===== src/include/event_counter_map.vh =====
// Register offsets, field positions, reset values and mode codes of the event counter
`ifndef EVENT_COUNTER_MAP_VH
`define EVENT_COUNTER_MAP_VH
`define OFS_MODE 5'h00
`define OFS_TIMER 5'h04
`define OFS_CONTROL 5'h08
`define OFS_STATUS 5'h0C
`define OFS_MASK 5'h10
`define CONTROL_START 0
`define STATUS_UNDERFLOW 0
`define MASK_UNDERFLOW 0
`define OP_MODE_LSB 0
`define OP_MODE_MSB 1
`define EDGE_POL_LSB 2
`define EDGE_POL_MSB 3
`define MODE_BIT5 5
`define EVENT_CLOCK_SEL 7
`define OP_MODE_EVENT 2'h1
`define POL_FALL 2'h0
`define POL_RISE 2'h1
`define POL_BOTH 2'h2
`define MODE_RESET 8'h00
`define TIMER_RESET 16'h0000
`define RESP_OKAY 2'h0
`define RESP_SLVERR 2'h2
`endif


===== src/rtl/event_counter.v =====
// Event counter mode of a 16-bit down counter with reload, behind an AXI4-Lite slave
// Overview of operation
// - Event mode counts edges from input pin
// - Decrement per edge; reload on underflow
// - Reload n gives one underflow per n+1
// - Start flag one starts counting
// - Start flag zero holds counter value
// - Interrupt request on every underflow; here IRQ is status & mask, so only while the mask bit is set
// - Timer read returns live counter value
// - Stopped write loads reload and counter
// - Running write loads reload only
// - Mode field 01 selects event counting
// - Polarity: 00 fall, 01 rise, 10 both
// - Mode bit 5 written zero, reads undefined
// - Bit 7 selects pin or sibling overflow
//
// Design decisions made here: the placing of the registers and the AXI4-Lite slave port.
`timescale 1ns/100ps
`include "event_counter_map.vh"
module event_counter #(
	parameter WIDTH = 16
) (
	input wire CLK,
	input wire RESET_N,
	input wire [4:0] AWADDR,
	input wire AWVALID,
	output wire AWREADY,
	input wire [31:0] WDATA,
	input wire [3:0] WSTRB,
	input wire WVALID,
	output wire WREADY,
	output reg [1:0] BRESP,
	output reg BVALID,
	input wire BREADY,
	input wire [4:0] ARADDR,
	input wire ARVALID,
	output wire ARREADY,
	output reg [31:0] RDATA,
	output reg [1:0] RRESP,
	output reg RVALID,
	input wire RREADY,
	input wire EVENT_INPUT_PIN,
	input wire SIBLING_OVERFLOW,
	output reg UNDERFLOW,
	output wire IRQ
);
	localparam NUM_SRC = 2;
	localparam SRC_PIN = 0;
	localparam SRC_SIB = 1;
	localparam LANE_LO = 0;
	localparam LANE_HI = 1;
	reg [7:0] mode;
	reg [WIDTH-1:0] counter;
	reg [WIDTH-1:0] reload;
	reg count_start;
	reg status;
	reg mask;
	reg armed;
	reg aw_held;
	reg w_held;
	reg [4:0] aw_addr;
	reg [31:0] w_data;
	reg [3:0] w_strb;
	reg [7:0] next_mode;
	reg [WIDTH-1:0] next_counter;
	reg [WIDTH-1:0] next_reload;
	reg next_count_start;
	reg next_status;
	reg next_mask;
	reg next_underflow;
	reg [1:0] next_bresp;
	reg [31:0] next_rdata;
	reg [1:0] next_rresp;
	reg pin_edge;
	wire [NUM_SRC-1:0] src_level;
	wire [NUM_SRC-1:0] src_rise;
	wire [NUM_SRC-1:0] src_fall;
	wire [1:0] op_mode_sel = mode[`OP_MODE_MSB:`OP_MODE_LSB];
	wire [1:0] edge_polarity = mode[`EDGE_POL_MSB:`EDGE_POL_LSB];
	wire event_clock_select = mode[`EVENT_CLOCK_SEL];
	wire event_mode = (op_mode_sel == `OP_MODE_EVENT);
	wire sib_edge = src_rise[SRC_SIB];
	wire effective_edge = event_clock_select ? sib_edge : pin_edge;
	wire counting = event_mode & count_start;
	wire tick = counting & effective_edge;
	wire underflow_now = tick & (counter == {WIDTH{1'b0}});
	wire do_write = aw_held & w_held & ~BVALID;
	wire hit_mode = (aw_addr == `OFS_MODE);
	wire hit_timer = (aw_addr == `OFS_TIMER);
	wire hit_control = (aw_addr == `OFS_CONTROL);
	wire hit_status = (aw_addr == `OFS_STATUS);
	wire hit_mask = (aw_addr == `OFS_MASK);
	wire hit_any = hit_mode | hit_timer | hit_control | hit_status | hit_mask;
	wire wr_mode = do_write & hit_mode;
	wire wr_timer = do_write & hit_timer;
	wire wr_control = do_write & hit_control;
	wire wr_status = do_write & hit_status;
	wire wr_mask = do_write & hit_mask;
	wire [31:0] mode_word = {24'h000000, mode};
	wire [31:0] timer_word = {{(32-WIDTH){1'b0}}, counter};
	wire [31:0] control_word = {31'h00000000, count_start};
	wire [31:0] status_word = {31'h00000000, status};
	wire [31:0] mask_word = {31'h00000000, mask};
	wire [WIDTH-1:0] one = {{(WIDTH-1){1'b0}}, 1'b1};
	// Readies are combinational so a free slot is taken in the cycle it is offered
	assign AWREADY = ~aw_held;
	assign WREADY = ~w_held;
	assign ARREADY = ~RVALID;
	assign IRQ = status & mask;
	assign src_level = {SIBLING_OVERFLOW, EVENT_INPUT_PIN};
	// Edge history is not a real level until one clock after reset, so nothing counts before then
	always @(posedge CLK or negedge RESET_N) begin
		if (!RESET_N) begin
			armed <= 1'b0;
		end else begin
			armed <= 1'b1;
		end
	end
	genvar g;
	generate
		for (g = 0; g < NUM_SRC; g = g + 1) begin : edge_detect
			reg prev;
			always @(posedge CLK or negedge RESET_N) begin
				if (!RESET_N) begin
					prev <= 1'b0;
				end else begin
					prev <= src_level[g];
				end
			end
			assign src_rise[g] = armed & src_level[g] & ~prev;
			assign src_fall[g] = armed & ~src_level[g] & prev;
		end
	endgenerate
	// Polarity 11 is stored as written; it selects no pin edge rather than guess
	always @* begin
		case (edge_polarity)
		`POL_FALL: begin
			pin_edge = src_fall[SRC_PIN];
		end
		`POL_RISE: begin
			pin_edge = src_rise[SRC_PIN];
		end
		`POL_BOTH: begin
			pin_edge = src_rise[SRC_PIN] | src_fall[SRC_PIN];
		end
		default: begin
			pin_edge = 1'b0;
		end
		endcase
	end
	// Address and data are taken in either order; each slot frees when the write is done
	always @(posedge CLK or negedge RESET_N) begin
		if (!RESET_N) begin
			aw_held <= 1'b0;
			aw_addr <= 5'h00;
		end else if (AWVALID && !aw_held) begin
			aw_held <= 1'b1;
			aw_addr <= AWADDR;
		end else if (do_write) begin
			aw_held <= 1'b0;
		end
	end
	always @(posedge CLK or negedge RESET_N) begin
		if (!RESET_N) begin
			w_held <= 1'b0;
			w_data <= 32'h00000000;
			w_strb <= 4'h0;
		end else if (WVALID && !w_held) begin
			w_held <= 1'b1;
			w_data <= WDATA;
			w_strb <= WSTRB;
		end else if (do_write) begin
			w_held <= 1'b0;
		end
	end
	// Unmapped or unaligned writes get an error response and change nothing
	always @* begin
		if (hit_any) begin
			next_bresp = `RESP_OKAY;
		end else begin
			next_bresp = `RESP_SLVERR;
		end
	end
	always @(posedge CLK or negedge RESET_N) begin
		if (!RESET_N) begin
			BVALID <= 1'b0;
			BRESP <= `RESP_OKAY;
		end else if (do_write) begin
			BVALID <= 1'b1;
			BRESP <= next_bresp;
		end else if (BVALID && BREADY) begin
			BVALID <= 1'b0;
		end
	end
	// Bit 5 has no function here, so it is stored as zero
	always @* begin
		next_mode = mode;
		if (wr_mode && w_strb[LANE_LO]) begin
			next_mode = {w_data[7:6], 1'b0, w_data[4:0]};
		end
	end
	always @(posedge CLK or negedge RESET_N) begin
		if (!RESET_N) begin
			mode <= `MODE_RESET;
		end else begin
			mode <= next_mode;
		end
	end
	always @* begin
		next_count_start = count_start;
		if (wr_control && w_strb[LANE_LO]) begin
			next_count_start = w_data[`CONTROL_START];
		end
	end
	always @(posedge CLK or negedge RESET_N) begin
		if (!RESET_N) begin
			count_start <= 1'b0;
		end else begin
			count_start <= next_count_start;
		end
	end
	always @* begin
		next_mask = mask;
		if (wr_mask && w_strb[LANE_LO]) begin
			next_mask = w_data[`MASK_UNDERFLOW];
		end
	end
	always @(posedge CLK or negedge RESET_N) begin
		if (!RESET_N) begin
			mask <= 1'b0;
		end else begin
			mask <= next_mask;
		end
	end
	// Every timer write reaches the reload; byte lanes let software load half a word
	always @* begin
		next_reload = reload;
		if (wr_timer) begin
			if (w_strb[LANE_LO]) begin
				next_reload[7:0] = w_data[7:0];
			end
			if (w_strb[LANE_HI]) begin
				next_reload[WIDTH-1:8] = w_data[WIDTH-1:8];
			end
		end
	end
	always @(posedge CLK or negedge RESET_N) begin
		if (!RESET_N) begin
			reload <= `TIMER_RESET;
		end else begin
			reload <= next_reload;
		end
	end
	// A stopped write also lands in the counter; a running one waits for the next reload
	always @* begin
		next_counter = counter;
		if (underflow_now) begin
			next_counter = reload;
		end else if (tick) begin
			next_counter = counter - one;
		end else if (wr_timer && !counting) begin
			if (w_strb[LANE_LO]) begin
				next_counter[7:0] = w_data[7:0];
			end
			if (w_strb[LANE_HI]) begin
				next_counter[WIDTH-1:8] = w_data[WIDTH-1:8];
			end
		end
	end
	always @(posedge CLK or negedge RESET_N) begin
		if (!RESET_N) begin
			counter <= `TIMER_RESET;
		end else begin
			counter <= next_counter;
		end
	end
	// Set wins over a same-cycle write-one clear, so no underflow is lost
	always @* begin
		next_status = status;
		if (underflow_now) begin
			next_status = 1'b1;
		end else if (wr_status && w_strb[LANE_LO] && w_data[`STATUS_UNDERFLOW]) begin
			next_status = 1'b0;
		end
	end
	always @(posedge CLK or negedge RESET_N) begin
		if (!RESET_N) begin
			status <= 1'b0;
		end else begin
			status <= next_status;
		end
	end
	always @* begin
		next_underflow = underflow_now;
	end
	always @(posedge CLK or negedge RESET_N) begin
		if (!RESET_N) begin
			UNDERFLOW <= 1'b0;
		end else begin
			UNDERFLOW <= next_underflow;
		end
	end
	// Read data are captured when the address is taken and stand until RREADY
	always @* begin
		next_rdata = 32'h00000000;
		next_rresp = `RESP_OKAY;
		case (ARADDR)
		`OFS_MODE: begin
			next_rdata = mode_word;
		end
		`OFS_TIMER: begin
			next_rdata = timer_word;
		end
		`OFS_CONTROL: begin
			next_rdata = control_word;
		end
		`OFS_STATUS: begin
			next_rdata = status_word;
		end
		`OFS_MASK: begin
			next_rdata = mask_word;
		end
		default: begin
			next_rresp = `RESP_SLVERR;
		end
		endcase
	end
	always @(posedge CLK or negedge RESET_N) begin
		if (!RESET_N) begin
			RVALID <= 1'b0;
			RDATA <= 32'h00000000;
			RRESP <= `RESP_OKAY;
		end else if (ARVALID && !RVALID) begin
			RVALID <= 1'b1;
			RDATA <= next_rdata;
			RRESP <= next_rresp;
		end else if (RVALID && RREADY) begin
			RVALID <= 1'b0;
		end
	end
endmodule


===== config.mk =====
export PLATFORM = sky130hd
export DESIGN_NAME = event_counter
export DESIGN_NICKNAME = d
export VERILOG_FILES = /design/src/rtl/event_counter.v
export VERILOG_INCLUDE_DIRS = /design/src /design/src/include
export SDC_FILE = /design/constraint.sdc
export NUM_CORES = 1
export LEC_CHECK = 0
export ABC_CLOCK_PERIOD_IN_PS = 4840
export BUFFER_PORTS_ARGS = -buffer_cell sky130_fd_sc_hd__buf_2
export CAP_MARGIN = 20
export CORE_MARGIN = 10
export CORE_UTILIZATION = 30
export CTS_CLUSTER_DIAMETER = 200
export DETAILED_ROUTE_END_ITERATION = 10
export GPL_TIMING_DRIVEN = 0
export HOLD_SLACK_MARGIN = 0.15
export PLACE_DENSITY_LB_ADDON = 0.25
export SLEW_MARGIN = 20
export SYNTH_ARGS = -nofsm -noshare
export SYNTH_HDL_FRONTEND = slang
export SYNTH_SLANG_ARGS = --single-unit

===== constraint.sdc =====
create_clock -name CLK -period 4.84 [get_ports CLK]
set_input_delay 0.242 -clock CLK [delete_from_list [all_inputs] [get_ports CLK]]
set_output_delay 0.242 -clock CLK [all_outputs]
set_load 0.02 [all_outputs]

==> summary.md <==
| Metric | Value |
|---|---|
| Lkg Pwr | `2.70 nW` |
| Nature of the critical path startpoint | `flop` |
| First-pass GRT wire length | `18200 um` |
| CTS sink count | `91` |
| Vias | `roughly 3200` |
| Worst Skew | `between 9 and 10 ps` |
| Met1 track demand over resource | `14.8%` |
| Worst R2R End | `counter[12]` |
| R2R Setup Slk | `2430 ps` |
| Inserted Clock Buffers | `9` |
| Post-synth ARST share | `100%` |
| Worst Path Class, Setup | `flop to flop` |
| GRT Total Usage | `11.2%` |
| Hold wc startpoint | `BREADY` |
| Total negative setup slack | `0 ps` |
| Critical Path Slowest Stage Cell | `nor3b_1` |
| Fmax | `415 MHz` |
| I/O pins | `98` |
| Synth Area per Inst | `between 10 and 15 um^2` |
| RSZ-0062 raised after global routing | `no` |
| Worst Hold Class | `primary input to flop` |
| GP Congestion | `about 0.85` |
| Antenna violations before repair | `0` |
| Antenna Nets Post-Route | `0` |
| Final setup viols | `0` |
| VDD IR max | `229 uV` |
| R2R depth | `7` |
| Power Density | `about 480 nW/um^2` |
| Grt total ovfl | `0` |
| Sequential fraction of the synthesis area | `51.3%` |
| Slew Limit Fails | `0` |
| Buf/Inv on CP | `1` |
| Starting Density | `30.6%` |
| Tot Pwr | `~2.7 mW` |
| Die Span X | `142 um` |
| Clock root buffer | `clkbuf_16` |
| Core footprint | `14500 um^2` |
| H-tree Lvls | `3` |
| Max_slew headroom | `a little over two fifths` |
| Worst Max-Slew Pin Slew | `roughly 840 ps` |
| Most frequent cells in the layout | `dfrtp_1, buf_2, mux2_2, dlygate4sd3_1, mux2i_1` |
| Synth Instances | `370` |
| Global routing's busiest layer | `met2` |
| Non-filler cells in the finished layout | `677` |
| Most common cell after layout, fill and taps aside | `dfrtp_1` |
| CTS Hold Bufs | `29` |
| Fraction of layout cells with a size suffix above 1 | `between 30% and 40%` |
| Required time of the critical path | `5050 ps` |
| EDFF count, synth | `0` |
| Outcome | `finished, final reports clean` |
| Vias/cell | `around 4.8` |
| Netlist Area Pre-Place | `4440 um^2` |
| Post-Route WL | `11000 um` |
| Synth Warn # | `0` |
| Setup crit end kind | `flop` |
| I/O Buffers | `60` |
| Drt initial violations | `151` |
| Routed length per placed instance | `16.2 um` |
| Detailed Place HPWL | `8240 um` |
| Setup Fix Bufs, Post-CTS | `0` |
| Met3 usage | `3.40%` |
| Ant. Diodes | `0` |
| Clk_lat worst skew | `340 ps` |
| Max Cap Viol | `0` |
| Tmin final | `2410 ps` |
| Post-CTS sizing | `0` |
| Worst Hold Depth | `3` |
| Clock transition at the registers of the reported paths | `60 ps` |
| Fin crit share | `49.8%` |
| CTS max path bufs | `2` |
| #FFs+latches synth | `slightly above 90` |
| DRT Pass-1 Iters | `4` |
| Cell chain of the critical path | `inv_1 > ha_1 > nor3b_1 > nand3_1 > nor3_1 > mux2i_1 > a22oi_1` |
| Height of the die | `142 um` |
| Layout Nets | `545` |
| Number of remaining DRC errors | `0` |
| Hold EP | `BVALID` |
| Largest net degree at the start of global routing | `57` |
| P&R area growth vs syn | `28.1%` |
| CTS tree | `built` |
| Post-synth top flop | `dfrtp_1` |
| R2R Path Start | `counter[0]` |
| Final-report hold violation count | `0` |
| Die Area | `20100 um^2` |
| Worst EP arrival | `2620 ps` |
| Rows | `44` |
| Max Fanout on Critical Path | `6` |
| CP delay by family, top | `simple AND/OR/NAND/NOR gates` |
| Dpl cells | `632` |
| Max incr delay on CP | `~700 ps` |
| GRT met2 Usage | `16.9%` |
| Synth unique cells | `68` |
| Vias in the first global route | `3399` |
[kinds of logic (layout without fill, tap and decap cells)]
group	Yosys count	in the layout	synth area share [%]
AOI/OAI and AO/OA	69	69	11.4
xor gates and xnor gates	3	3	0.592
adders and majority gates	2	2	0.563
buffers and inverters	45	151	5.86
DFF	91	91	51.3
muxes	70	70	17.2
other	2	19	0.169
and+or+nand+nor	88	88	13.0
[flip-flops by register name, summed over array words and instances, names as in the netlist, 2 cells and up]
signal,flops
RDATA,16
counter,16
reload,16
w_data,16
mode,7
aw_addr,5
edge_detect.prev,2
w_strb,2
[worst max-delay path by stage]
stage / to / slack, ps / depth (start not counted) / startpoint
5_1_grt: counter[12] / 2240 / 7 / counter[0]
3_5_place_dp: counter[12] / 2460 / 7 / counter[0]
4_1_cts: counter[12] / 2440 / 7 / counter[0]
6_report: counter[12] / 2430 / 7 / counter[0]
2_1_floorplan: counter[8] / 2970 / 7 / counter[0]
3_3_place_gp: counter[12] / 2450 / 7 / counter[0]
[tightest hold or removal path: stages]
cell and delay (ps):
buf_2 90, inv_1 40, a21o_1 100
[power breakdown]
part / internal (mW) / switching (mW)
clock: 0.480 / 0.288
sequential: 1.01 / 0.263
combinational: 0.351 / 0.311
total: 1.84 / 0.862
[stage by stage]
stage | hold slack (ps) | setup slack, ps | util, % | area, um^2
floorplan | -53.6 | 2970 | - | 4500
global placement | 366 | 2450 | 34.6 | 5030
detailed placement | 169 | 2460 | 34.9 | 5070
CTS | 156 | 2440 | 39.1 | 5690
global route | 187 | 2240 | 39.1 | 5690
finish | 174 | 2430 | 39.1 | 5690
[cell type report]
cell class / count / area (um^2)
well taps: 184 / 230
multi-input cells: 251 / 1970
repair buffers: 90 / 624
clock inverters: 4 / 72.6
flip-flops and latches: 91 / 2280
clock buffers: 12 / 256
inverters: 11 / 41.3
plain buffers: 34 / 219
fillers: 1439 / 8850
[Yosys cell counts, types with 2 or more instances]
library cell | count | area, um^2
nor3_1 | 8 | 40.0
mux2i_1 | 21 | 210
o211ai_1 | 2 | 15.0
nand2b_1 | 2 | 12.5
nor2_1 | 19 | 71.3
a22oi_1 | 2 | 15.0
and2_1 | 2 | 12.5
a21oi_1 | 6 | 30.0
nor4b_2 | 2 | 30.0
o2111ai_1 | 2 | 17.5
buf_6 | 2 | 22.5
xnor2_1 | 3 | 26.3
nand4b_4 | 2 | 47.6
conb_1 | 2 | 7.51
and3b_1 | 3 | 26.3
nor4_1 | 4 | 25.0
clkbuf_1 | 6 | 22.5
or3_1 | 3 | 18.8
mux2_2 | 49 | 552
o21ai_0 | 18 | 90.1
o31ai_1 | 2 | 15.0
buf_4 | 18 | 135
ha_1 | 2 | 25.0
a31oi_1 | 3 | 18.8
nand2_1 | 16 | 60.1
buf_2 | 6 | 30.0
o32a_1 | 2 | 20.0
a22o_1 | 9 | 78.8
nor2b_1 | 2 | 12.5
o221a_2 | 2 | 22.5
dfrtp_1 | 91 | 2280
nand3_1 | 5 | 25.0
nand4_1 | 4 | 25.0
inv_1 | 11 | 41.3
o22ai_1 | 6 | 37.5
[per-layer routing]
metal,vias to the layer above,share of wire [%]
met2,81,43
met1,1580,49
met3,11,6.1
met5,-,0
li1,1570,-
met4,0,1.2
Power figures use the tool's default switching activity.
